[src/shared/cpu_exec_pkg.sv]
// Package: opcodes, address-line codes, cycle and access costs for the control-instruction executor
package cpu_exec_pkg;

  // ------------------------------------------------------------
  // Widths
  // ------------------------------------------------------------
  localparam int WORD_W = 16;
  localparam int CYC_W = 9;
  localparam int ACC_W = 4;
  localparam int WAIT_W = 4;
  localparam int OP_HI_W = 11;
  localparam int OP_HI_LSB = 5;
  localparam int MASK_W = 4;
  localparam int MASK_LSB = 0;
  localparam int REG_SEL_W = 4;

  // ------------------------------------------------------------
  // Opcodes, upper eleven bits of the instruction word
  // ------------------------------------------------------------
  localparam logic [10:0] OP_LOAD_FRAME_BASE_IMM = 11'h017;
  localparam logic [10:0] OP_LOAD_IRQ_MASK_IMM = 11'h018;
  localparam logic [10:0] OP_STORE_FLAGS = 11'h016;
  localparam logic [10:0] OP_STORE_FRAME_BASE = 11'h015;
  localparam logic [10:0] OP_RETURN_FROM_CONTEXT = 11'h01C;
  localparam logic [10:0] OP_IDLE = 11'h01A;
  localparam logic [10:0] OP_CLEAR_MASK_EXT = 11'h01B;
  localparam logic [10:0] OP_USER_EXT_CODE_A = 11'h01E;
  localparam logic [10:0] OP_USER_EXT_CODE_B = 11'h01D;
  localparam logic [10:0] OP_USER_EXT_CODE_C = 11'h01F;

  // ------------------------------------------------------------
  // Top address line codes, bit 2 is the most significant line
  // ------------------------------------------------------------
  localparam logic [2:0] CODE_NONE = 3'h0;
  localparam logic [2:0] CODE_IDLE = 3'h2;
  localparam logic [2:0] CODE_CLEAR_MASK = 3'h3;
  localparam logic [2:0] CODE_USER_A = 3'h6;
  localparam logic [2:0] CODE_USER_B = 3'h5;
  localparam logic [2:0] CODE_USER_C = 3'h7;

  // ------------------------------------------------------------
  // Instruction classes presented with the word
  // ------------------------------------------------------------
  localparam logic [1:0] CLASS_DECODE = 2'h0;
  localparam logic [1:0] CLASS_DIVIDE = 2'h1;
  localparam logic [1:0] CLASS_REMOTE = 2'h2;

  typedef enum logic [3:0] {
    K_OTHER = 4'h0, K_LOAD_BASE = 4'h1, K_LOAD_MASK = 4'h2, K_STORE_FLAGS = 4'h3, K_STORE_BASE = 4'h4,
    K_RETURN = 4'h5, K_IDLE = 4'h6, K_CLEAR_MASK = 4'h7, K_USER = 4'h8, K_DIV = 4'h9, K_REMOTE = 4'hA
  } kind_type;

  // ------------------------------------------------------------
  // Base costs with workspace register addressing
  // ------------------------------------------------------------
  localparam logic [8:0] C_LOAD_BASE = 9'h00A;
  localparam logic [3:0] M_LOAD_BASE = 4'h2;
  localparam logic [8:0] C_LOAD_MASK = 9'h00E;
  localparam logic [3:0] M_LOAD_MASK = 4'h2;
  localparam logic [8:0] C_STORE = 9'h008;
  localparam logic [3:0] M_STORE = 4'h2;
  localparam logic [8:0] C_RETURN = 9'h00E;
  localparam logic [3:0] M_RETURN = 4'h4;
  localparam logic [8:0] C_EXT = 9'h00C;
  localparam logic [3:0] M_EXT = 4'h1;
  localparam logic [8:0] C_DIV_OVF = 9'h010;
  localparam logic [3:0] M_DIV_OVF = 4'h3;
  localparam logic [3:0] M_DIV = 4'h6;
  localparam logic [8:0] C_REMOTE_OWN = 9'h004;
  localparam logic [3:0] M_REMOTE_OWN = 4'h1;
  localparam logic [8:0] C_REMOTE_CREDIT = 9'h004;
  localparam logic [3:0] M_REMOTE_CREDIT = 4'h1;

  // ------------------------------------------------------------
  // Reset values
  // ------------------------------------------------------------
  localparam logic [15:0] RST_WORD = 16'h0000;

endpackage

[src/shared/cost_if.sv]
// Interface: cost load and progress between the executor and its cycle counter
interface cost_if;
  logic load;
  logic [8:0] cycles;
  logic [3:0] accesses;
  logic [3:0] waits;
  logic busy;
  logic last;
  modport ctl (output load, output cycles, output accesses, output waits, input busy, input last);
  modport cnt (input load, input cycles, input accesses, input waits, output busy, output last);
endinterface

[src/design/cpu_control_instr_exec.sv]
// Executor for register load/store, context return and external-control instructions
// Notes on behaviour
// - Loading the frame base from the immediate word changes no flag and costs 10 clocks and 2 accesses.
// - Loading the interrupt mask copies immediate bits 0-3 into flag bits 0-3.
// - Storing flags or frame base writes that word to the chosen register, keeps flags, costs 8 clocks.
// - Context return loads flags from register 15, program counter from 14 and frame base from 13.
// - Each external-control instruction puts a three-bit code on the top address lines and pulses the strobe.
// - Idle halts execution until an interrupt, a restore-load request or reset, showing low-high-low.
// - Mask clearing shows low-high-high and zeroes the mask; the user codes show high-high-low, high-low-high, high-high-high.
// - The cycle-done output goes low in the final clock of each instruction.
// - Duration is the clock count plus wait states times memory accesses.
// - Base counts assume register addressing; other modes add their extra clocks and accesses.
// - Divide with overflow takes 16 clocks, otherwise a variable count and 6 accesses.
// - Execute-remote costs the target's time plus its own, less 4 clocks and 1 access.
module cpu_control_instr_exec #(
  parameter int CYC_W = cpu_exec_pkg::CYC_W
) (
  input wire logic clk,
  input wire logic srst,
  input wire logic instr_valid,
  output logic instr_ready,
  input wire logic [15:0] instr_word,
  input wire logic [1:0] op_class,
  input wire logic [15:0] immediate_operand,
  input wire logic [15:0] ctx_wr13,
  input wire logic [15:0] ctx_wr14,
  input wire logic [15:0] ctx_wr15,
  input wire logic [8:0] gen_cycles,
  input wire logic [3:0] gen_accesses,
  input wire logic [8:0] addr_extra_cycles,
  input wire logic [3:0] addr_extra_accesses,
  input wire logic [3:0] wait_states,
  input wire logic div_overflow,
  input wire logic [8:0] div_cycles,
  input wire logic [8:0] remote_cycles,
  input wire logic [3:0] remote_accesses,
  input wire logic irq_pin,
  input wire logic load_pin,
  output logic [15:0] frame_base,
  output logic [15:0] flag_word,
  output logic [15:0] prog_counter,
  output logic store_valid,
  output logic [3:0] store_reg,
  output logic [15:0] store_data,
  output logic [2:0] ext_code,
  output logic bit_io_strobe,
  output logic micro_cycle_done_n,
  output logic halted,
  output logic busy
);

  if (CYC_W != cpu_exec_pkg::CYC_W) begin : g_chk
    $error("cpu_control_instr_exec: CYC_W must match the cost path width");
  end

  typedef enum logic [2:0] {
    S_READY = 3'b001,
    S_EXEC = 3'b010,
    S_HALT = 3'b100
  } state_type;

  state_type state_r;
  state_type state_nxt;
  cpu_exec_pkg::kind_type kind_r;
  cpu_exec_pkg::kind_type kind_in;
  cost_if cif ();

  logic [10:0] op_hi;
  logic [15:0] wp_r, flags_r, pc_r, imm_r, wr13_r, wr14_r, wr15_r;
  logic [3:0] sel_r;
  logic [2:0] code_r, code_in;
  logic strobe_r, store_valid_r;
  logic [3:0] store_reg_r;
  logic [15:0] store_data_r;
  logic [1:0] irq_sync_r, load_sync_r;
  logic wake;
  logic accept, finish, is_ext_in;
  logic [8:0] base_c, cost_c;
  logic [3:0] base_m, cost_m;
  logic [8:0] tgt_c, div_c;
  logic [3:0] div_m;

  // ------------------------------------------------------------
  // Decode
  // ------------------------------------------------------------
  assign op_hi = instr_word[cpu_exec_pkg::OP_HI_LSB +: cpu_exec_pkg::OP_HI_W];
  assign kind_in =
    (op_class == cpu_exec_pkg::CLASS_DIVIDE) ? cpu_exec_pkg::K_DIV :
    (op_class == cpu_exec_pkg::CLASS_REMOTE) ? cpu_exec_pkg::K_REMOTE :
    (op_hi == cpu_exec_pkg::OP_LOAD_FRAME_BASE_IMM) ? cpu_exec_pkg::K_LOAD_BASE :
    (op_hi == cpu_exec_pkg::OP_LOAD_IRQ_MASK_IMM) ? cpu_exec_pkg::K_LOAD_MASK :
    (op_hi == cpu_exec_pkg::OP_STORE_FLAGS) ? cpu_exec_pkg::K_STORE_FLAGS :
    (op_hi == cpu_exec_pkg::OP_STORE_FRAME_BASE) ? cpu_exec_pkg::K_STORE_BASE :
    (op_hi == cpu_exec_pkg::OP_RETURN_FROM_CONTEXT) ? cpu_exec_pkg::K_RETURN :
    (op_hi == cpu_exec_pkg::OP_IDLE) ? cpu_exec_pkg::K_IDLE :
    (op_hi == cpu_exec_pkg::OP_CLEAR_MASK_EXT) ? cpu_exec_pkg::K_CLEAR_MASK :
    (op_hi == cpu_exec_pkg::OP_USER_EXT_CODE_A || op_hi == cpu_exec_pkg::OP_USER_EXT_CODE_B ||
     op_hi == cpu_exec_pkg::OP_USER_EXT_CODE_C) ? cpu_exec_pkg::K_USER : cpu_exec_pkg::K_OTHER;

  // ------------------------------------------------------------
  // Address line codes
  // ------------------------------------------------------------
  assign code_in =
    (op_class != cpu_exec_pkg::CLASS_DECODE) ? cpu_exec_pkg::CODE_NONE :
    (op_hi == cpu_exec_pkg::OP_IDLE) ? cpu_exec_pkg::CODE_IDLE :
    (op_hi == cpu_exec_pkg::OP_CLEAR_MASK_EXT) ? cpu_exec_pkg::CODE_CLEAR_MASK :
    (op_hi == cpu_exec_pkg::OP_USER_EXT_CODE_A) ? cpu_exec_pkg::CODE_USER_A :
    (op_hi == cpu_exec_pkg::OP_USER_EXT_CODE_B) ? cpu_exec_pkg::CODE_USER_B :
    (op_hi == cpu_exec_pkg::OP_USER_EXT_CODE_C) ? cpu_exec_pkg::CODE_USER_C : cpu_exec_pkg::CODE_NONE;
  assign is_ext_in = (code_in != cpu_exec_pkg::CODE_NONE);

  // ------------------------------------------------------------
  // Cost selection
  // ------------------------------------------------------------
  assign div_c = div_overflow ? cpu_exec_pkg::C_DIV_OVF : div_cycles;
  assign div_m = div_overflow ? cpu_exec_pkg::M_DIV_OVF : cpu_exec_pkg::M_DIV;
  // Own overhead less the credit; both figures kept so either can be retuned
  assign tgt_c = remote_cycles + cpu_exec_pkg::C_REMOTE_OWN - cpu_exec_pkg::C_REMOTE_CREDIT;
  assign base_c =
    (kind_in == cpu_exec_pkg::K_LOAD_BASE) ? cpu_exec_pkg::C_LOAD_BASE :
    (kind_in == cpu_exec_pkg::K_LOAD_MASK) ? cpu_exec_pkg::C_LOAD_MASK :
    (kind_in == cpu_exec_pkg::K_STORE_FLAGS ||
     kind_in == cpu_exec_pkg::K_STORE_BASE) ? cpu_exec_pkg::C_STORE :
    (kind_in == cpu_exec_pkg::K_RETURN) ? cpu_exec_pkg::C_RETURN :
    (is_ext_in) ? cpu_exec_pkg::C_EXT :
    (kind_in == cpu_exec_pkg::K_DIV) ? div_c :
    (kind_in == cpu_exec_pkg::K_REMOTE) ? tgt_c : gen_cycles;
  assign base_m =
    (kind_in == cpu_exec_pkg::K_LOAD_BASE) ? cpu_exec_pkg::M_LOAD_BASE :
    (kind_in == cpu_exec_pkg::K_LOAD_MASK) ? cpu_exec_pkg::M_LOAD_MASK :
    (kind_in == cpu_exec_pkg::K_STORE_FLAGS ||
     kind_in == cpu_exec_pkg::K_STORE_BASE) ? cpu_exec_pkg::M_STORE :
    (kind_in == cpu_exec_pkg::K_RETURN) ? cpu_exec_pkg::M_RETURN :
    (is_ext_in) ? cpu_exec_pkg::M_EXT :
    (kind_in == cpu_exec_pkg::K_DIV) ? div_m :
    (kind_in == cpu_exec_pkg::K_REMOTE) ?
      remote_accesses + cpu_exec_pkg::M_REMOTE_OWN - cpu_exec_pkg::M_REMOTE_CREDIT : gen_accesses;
  assign cost_c = base_c + addr_extra_cycles;
  assign cost_m = base_m + addr_extra_accesses;

  assign accept = (state_r == S_READY) && instr_valid;
  assign finish = (state_r == S_EXEC) && cif.last;
  assign wake = irq_sync_r[1] || load_sync_r[1];
  assign cif.load = accept;
  assign cif.cycles = cost_c;
  assign cif.accesses = cost_m;
  assign cif.waits = wait_states;

  cycle_counter #(.TOT_W(cpu_exec_pkg::CYC_W + cpu_exec_pkg::WAIT_W)) u_count (
    .clk(clk),
    .srst(srst),
    .cif(cif)
  );

  // ------------------------------------------------------------
  // Sequencer
  // ------------------------------------------------------------
  always_comb begin
    case (state_r)
      S_READY: state_nxt = accept ? S_EXEC : S_READY;
      S_EXEC: state_nxt = !finish ? S_EXEC : (kind_r == cpu_exec_pkg::K_IDLE) ? S_HALT : S_READY;
      S_HALT: state_nxt = wake ? S_READY : S_HALT;
      default: state_nxt = S_READY;
    endcase
  end

  always_ff @(posedge clk) begin
    if (srst) begin
      state_r <= S_READY;
      irq_sync_r <= 2'h0;
      load_sync_r <= 2'h0;
    end else begin
      state_r <= state_nxt;
      irq_sync_r <= {irq_sync_r[0], irq_pin};
      load_sync_r <= {load_sync_r[0], load_pin};
    end
  end

  // Operands captured at accept so callers need not hold them
  always_ff @(posedge clk) begin
    if (srst) begin
      kind_r <= cpu_exec_pkg::K_OTHER;
      imm_r <= cpu_exec_pkg::RST_WORD;
      wr13_r <= cpu_exec_pkg::RST_WORD;
      wr14_r <= cpu_exec_pkg::RST_WORD;
      wr15_r <= cpu_exec_pkg::RST_WORD;
      sel_r <= 4'h0;
    end else if (accept) begin
      kind_r <= kind_in;
      imm_r <= immediate_operand;
      wr13_r <= ctx_wr13;
      wr14_r <= ctx_wr14;
      wr15_r <= ctx_wr15;
      sel_r <= instr_word[cpu_exec_pkg::REG_SEL_W-1:0];
    end
  end

  // ------------------------------------------------------------
  // External control code and strobe
  // ------------------------------------------------------------
  // Code is registered on the same edge as the strobe so it is valid for the whole pulse and held after it
  always_ff @(posedge clk) begin
    if (srst) begin
      code_r <= cpu_exec_pkg::CODE_NONE;
      strobe_r <= 1'b0;
    end else begin
      strobe_r <= accept && is_ext_in;
      if (accept) begin
        code_r <= code_in;
      end else if ((finish && kind_r != cpu_exec_pkg::K_IDLE) || (state_r == S_HALT && wake)) begin
        code_r <= cpu_exec_pkg::CODE_NONE;
      end
    end
  end

  // ------------------------------------------------------------
  // Internal registers, updated in the final clock
  // ------------------------------------------------------------
  always_ff @(posedge clk) begin
    if (srst) begin
      wp_r <= cpu_exec_pkg::RST_WORD;
      flags_r <= cpu_exec_pkg::RST_WORD;
      pc_r <= cpu_exec_pkg::RST_WORD;
    end else if (finish) begin
      case (kind_r)
        cpu_exec_pkg::K_LOAD_BASE: wp_r <= imm_r;
        cpu_exec_pkg::K_LOAD_MASK: flags_r[cpu_exec_pkg::MASK_LSB +: cpu_exec_pkg::MASK_W] <=
          imm_r[cpu_exec_pkg::MASK_LSB +: cpu_exec_pkg::MASK_W];
        cpu_exec_pkg::K_CLEAR_MASK: flags_r[cpu_exec_pkg::MASK_LSB +: cpu_exec_pkg::MASK_W] <= '0;
        cpu_exec_pkg::K_RETURN: begin
          flags_r <= wr15_r;
          pc_r <= wr14_r;
          wp_r <= wr13_r;
        end
        default: ;
      endcase
    end
  end

  always_ff @(posedge clk) begin
    if (srst) begin
      store_valid_r <= 1'b0;
      store_reg_r <= 4'h0;
      store_data_r <= cpu_exec_pkg::RST_WORD;
    end else begin
      store_valid_r <= finish &&
        (kind_r == cpu_exec_pkg::K_STORE_FLAGS || kind_r == cpu_exec_pkg::K_STORE_BASE);
      if (finish) begin
        store_reg_r <= sel_r;
        store_data_r <= (kind_r == cpu_exec_pkg::K_STORE_FLAGS) ? flags_r : wp_r;
      end
    end
  end

  assign instr_ready = (state_r == S_READY);
  assign frame_base = wp_r;
  assign flag_word = flags_r;
  assign prog_counter = pc_r;
  assign store_valid = store_valid_r;
  assign store_reg = store_reg_r;
  assign store_data = store_data_r;
  assign ext_code = code_r;
  assign bit_io_strobe = strobe_r;
  assign micro_cycle_done_n = !cif.last;
  assign halted = (state_r == S_HALT);
  assign busy = (state_r == S_EXEC);

  // ------------------------------------------------------------
  // Checks
  // ------------------------------------------------------------
  logic [12:0] len_r;
  logic [12:0] want_r;
  always_ff @(posedge clk) begin
    if (srst) begin
      len_r <= 13'h0000;
      want_r <= 13'h0000;
    end else if (accept) begin
      len_r <= 13'h0001;
      want_r <= 13'(cost_c) + 13'(wait_states) * 13'(cost_m);
    end else if (busy) begin
      len_r <= len_r + 13'h0001;
    end
  end
endmodule

[src/design/cycle_counter.sv]
// Instruction duration counter: counts C plus wait states times accesses
module cycle_counter #(
  parameter int TOT_W = 13
) (
  input wire logic clk,
  input wire logic srst,
  cost_if.cnt cif
);

  logic [TOT_W-1:0] total;
  logic [TOT_W-1:0] cnt_r;
  logic busy_r;
  logic last_r;

  if (TOT_W < cpu_exec_pkg::CYC_W + cpu_exec_pkg::WAIT_W) begin : g_chk
    $error("cycle_counter: TOT_W too narrow");
  end

  // ------------------------------------------------------------
  // Duration in clocks
  // ------------------------------------------------------------
  assign total = TOT_W'(cif.cycles) + TOT_W'(cif.waits) * TOT_W'(cif.accesses);
  assign cif.busy = busy_r;
  assign cif.last = last_r;

  always_ff @(posedge clk) begin
    if (srst) begin
      cnt_r <= '0;
      busy_r <= 1'b0;
      last_r <= 1'b0;
    end else if (cif.load) begin
      cnt_r <= total;
      busy_r <= 1'b1;
      last_r <= (total == TOT_W'(1));
    end else if (busy_r) begin
      cnt_r <= cnt_r - TOT_W'(1);
      busy_r <= !last_r;
      last_r <= (cnt_r == TOT_W'(2));
    end
  end

endmodule

[config.mk]
export PLATFORM = sky130hd
export DESIGN_NAME = cpu_control_instr_exec
export DESIGN_NICKNAME = d
export VERILOG_FILES = /design/src/shared/cpu_exec_pkg.sv /design/src/shared/cost_if.sv /design/src/design/cpu_control_instr_exec.sv /design/src/design/cycle_counter.sv
export SDC_FILE = /design/constraint.sdc
export NUM_CORES = 1
export LEC_CHECK = 0
export BUFFER_PORTS_ARGS = -buffer_cell sky130_fd_sc_hd__buf_4
export CORE_ASPECT_RATIO = 1.2
export CORE_UTILIZATION = 58
export DETAILED_ROUTE_END_ITERATION = 8
export PLACE_DENSITY = 0.86
export REMOVE_ABC_BUFFERS = 1
export SYNTH_ARGS = -nofsm -noshare
export SYNTH_HDL_FRONTEND = slang
export SYNTH_SLANG_ARGS = --single-unit
[constraint.sdc]
create_clock -name clk -period 12.2 [get_ports clk]
set_input_delay 1.22 -clock clk [delete_from_list [all_inputs] [get_ports clk]]
set_output_delay 1.22 -clock clk [all_outputs]
set_load 0.02 [all_outputs]
==> impl_results.md <==
* Crit-path cells: buf_4 > nand2b_1 > nand4_1 > nand2b_1 > o21ai_2 > o22ai_1 > ha_1 > a21o_1 > a21oi_1 > xor2_1 > o2111a_1 > nor3_1 > fa_1 > fa_1 > fa_1 > inv_1 > ha_1 > and3_1 > a221o_1 > o41ai_1 > xnor2_1 > nor2_1 > a211oi_1
* Avg Cell Area, Syn at 8.12 um2
* Post-CTS resize count at 0
* Cell area after synthesis at approximately 8500 um2
* Pre-antenna DRT Iters at 5
* Io pins at 217
* Minimum clock period at 7390 ps
* WHS at 450 ps
* Dpl cells at 1377
* Fin area at 10700 um2
* WP buf/inv at 2
* Clk slew on worst S/H paths at 70 ps
* Setup Buffers After CTS at 0
* Peak Freq at about 140 MHz
* Initial Utilization at between 50% and 60%
* Kind of critical path: in -> reg
* # clock sinks at 167
* Final Util at 74.5%
* Non-Filler Instances at 1409
* Startpoint types: input pin
* Iteration-0 DRC count of the detailed router at 537
* Ys Warns at 0
* Status: finished clean
* Post-detailed-routing wire length at around 21 mm
* Die H at 135 um
* CTS tree: done
* Gate Count Post-Synth at 1046
* Mux share of post-synthesis cell area at under 10%
* Worst-Margin Slew at 1070 ps
* Peak VDD IR at 0.132 mV
* Slew Limit Fails at 0
* CTS Buf Count at 17
* Final Hold Vio Count at 0
* Total power at about 1.5 mW
* Row count at 48
* CP Capture Type: flip-flop
* Largest stage delay on the critical path at 550 ps
* Antenna diodes at 0
* Final nets at 1403
* Antenna Nets Post-Route at 0
* CP delay by family, top: adder cells
* Max cap viols at 0
* FF+latch count, synth at 167
* DRC at 0
* Final Setup Violations at 0
* Synth Flop Type: dfxtp_1
* PortBufs at about 220
* Post-synth EDFFs at 0
* CP most frequent cell: fa_1
* Min-delay worst type: reg -> reg
* Final GP Congestion at 0.944
* Simple-gate share of the synthesized area at between 20% and 30%
* Core area at 14400 um2
* Fin crit share at between 60 and 70%
* Clock Tree Root: clkbuf_16
* Ys async rst share at 0%
* Slew headroom at 28.8%
* Initial antenna violation count at 0
* Setup_tns at 0 ps
* CP required at about 13000 ps
* Clk_lat worst skew at 420 ps
* Skew final at 13.4 ps
* First-pass GRT wire length at 34.1 mm
* Synth Area in Adders at 7.16%
* GRT Total Usage at 28.1%
* Growth of design area from synthesis to finish at 25.9%
* Seq/Total Area, Yosys at between 30% and 40%
* Yosys cell types at 63
* Worst-path fanout max at 22
* Buffers from clock root to sink, at most at 2
* CP Data Arrival Time at 7710 ps
* Lkg Pwr at 4.29 nW
* Dpl ws at roughly 4400 ps
* Number of global-route vias before repair at around 7200
* Pwr Density at roughly 140 nW/um2
* H-Tree Level Count at 4
* Slowest-stage cell, CP: fa_1
* Placed Area at ~10000 um2
* GR Overflow Total at 0
* Setup WS post-layout at 4810 ps
* CTS Hold Buffers Added at 0
* Synth Area in XOR/XNOR at 3.26%
* Vias at 7982
* Synth top area cells: dfxtp_1 39%, nand2_1 10%, a21oi_1 7.3%
* Die Area at between 15000 and 20000 um2
* Layout cell share with drive strength beyond 1 at 22.0%
* Synth Area in Compound Gates at a little under a fifth
* Synth top area share at between 30 and 40%
* Die X at 112 um
* WL/cell at ~15 um
* Cell taking the most area after synthesis: dfxtp_1
* Combinational family with the most area after synthesis: simple AND/OR/NAND/NOR gates
* Largest net degree at the start of global routing at 91
* DPL Wire Length at 15.3 mm
* Unrepaired setup endpoints after global routing: false
* Vias per cell at 5.67
## final cells by class
type,count,area [um2]
inverters,32,120
fillers,1085,3660
multi-input cells,780,4780
clock inverters,13,113
flip-flops and latches,167,3340
well taps,175,219
clock buffers,19,443
repair buffers,223,1670
## path summary, 6_finish.rpt
| check | start | endpoint | slack (ps) | cells after the start |
|---|---|---|---|---|
| min | load_sync_r[0]$_SDFF_PP0_ | load_sync_r[1]$_SDFF_PP0_ | 450 | 1 |
| min reg2reg | load_sync_r[0]$_SDFF_PP0_ | load_sync_r[1]$_SDFF_PP0_ | 450 | 1 |
| max | op_class[0] | u_count.cnt_r[8]$_SDFFE_PP0P_ | 4810 | 23 |
| max reg2reg | state_r[0]$_SDFF_PP1_ | u_count.cif.last$_SDFFE_PP0P_ | 9280 | 7 |
## where the power goes
| part | internal [mW] | total (mW) | switching [mW] |
|---|---|---|---|
| sequential | 0.579 | 0.606 | 0.0265 |
| combinational | 0.199 | 0.443 | 0.244 |
| clock | 0.272 | 0.500 | 0.228 |
| total | 1.05 | 1.55 | 0.498 |
## worst reg2reg max path: cells and delay by family (launching register included)
kind / cells / cell delay [ps]
flops: 1 / 430
compound gates: 2 / 560
buf+inv: 1 / 580
simple gates: 4 / 1250
## logic make-up (layout without fill, tap and decap cells)
family / after synthesis / in the layout
AOI/OAI and AO/OA: 248 / 248
xor gates and xnor gates: 30 / 30
adders and majority gates: 42 / 42
buffers and inverters: 99 / 287
DFF: 167 / 167
muxes: 37 / 37
and+or+nand+nor: 423 / 423
## Yosys cell counts, types with 5 or more instances
cell type and count:
buf_2 11, nor3b_1 8, or3_1 5, nor3_1 18, o211ai_1 7, nor4_1 5
clkbuf_1 47, nand2_1 228, ha_1 31, nand2b_1 7, nor2_1 93, xor2_1 11
nand3_1 5, nor2b_1 20, a21o_1 6, dfxtp_1 167, and2_1 11, buf_1 7
a22oi_1 5, a221oi_1 6, o21ai_0 15, fa_1 11, inv_1 32, a211oi_1 52
a21oi_1 124, xnor2_1 18, mux2i_1 35
## layer usage
layer  vias to the layer above  global-route usage, %  wire length [um]
met1                      3681                   32.3              8490
met5                         -                      0                 0
met3                        52                   5.83              1250
met4                         0                   13.6               759
met2                       293                   49.8             10800
li1                       3956                      -                 -
## placed cells by master (no fill, tap or decap), drive strengths merged, types with 4 or more instances in the layout
cell type / netlist / routed
o211ai: 7 / 7
nand2b: 8 / 8
a221oi: 6 / 6
a21o: 6 / 6
xor2: 11 / 11
clkbuf: 47 / 19
or3: 5 / 5
fa: 11 / 11
clkinv: 0 / 5
a21oi: 124 / 124
buf: 20 / 223
ha: 31 / 31
nor4b: 5 / 5
and2: 11 / 11
nor2b: 20 / 20
inv: 32 / 38
nor4: 5 / 5
mux2i: 35 / 35
a211oi: 52 / 52
dfxtp: 167 / 167
o21bai: 4 / 4
nor3b: 10 / 10
nor3: 18 / 18
nand3: 5 / 5
nor2: 93 / 93
a22oi: 5 / 5
nand2: 229 / 229
xnor2: 18 / 18
a311oi: 5 / 5
o21ai: 16 / 16
Power figures use the tool's default switching activity.
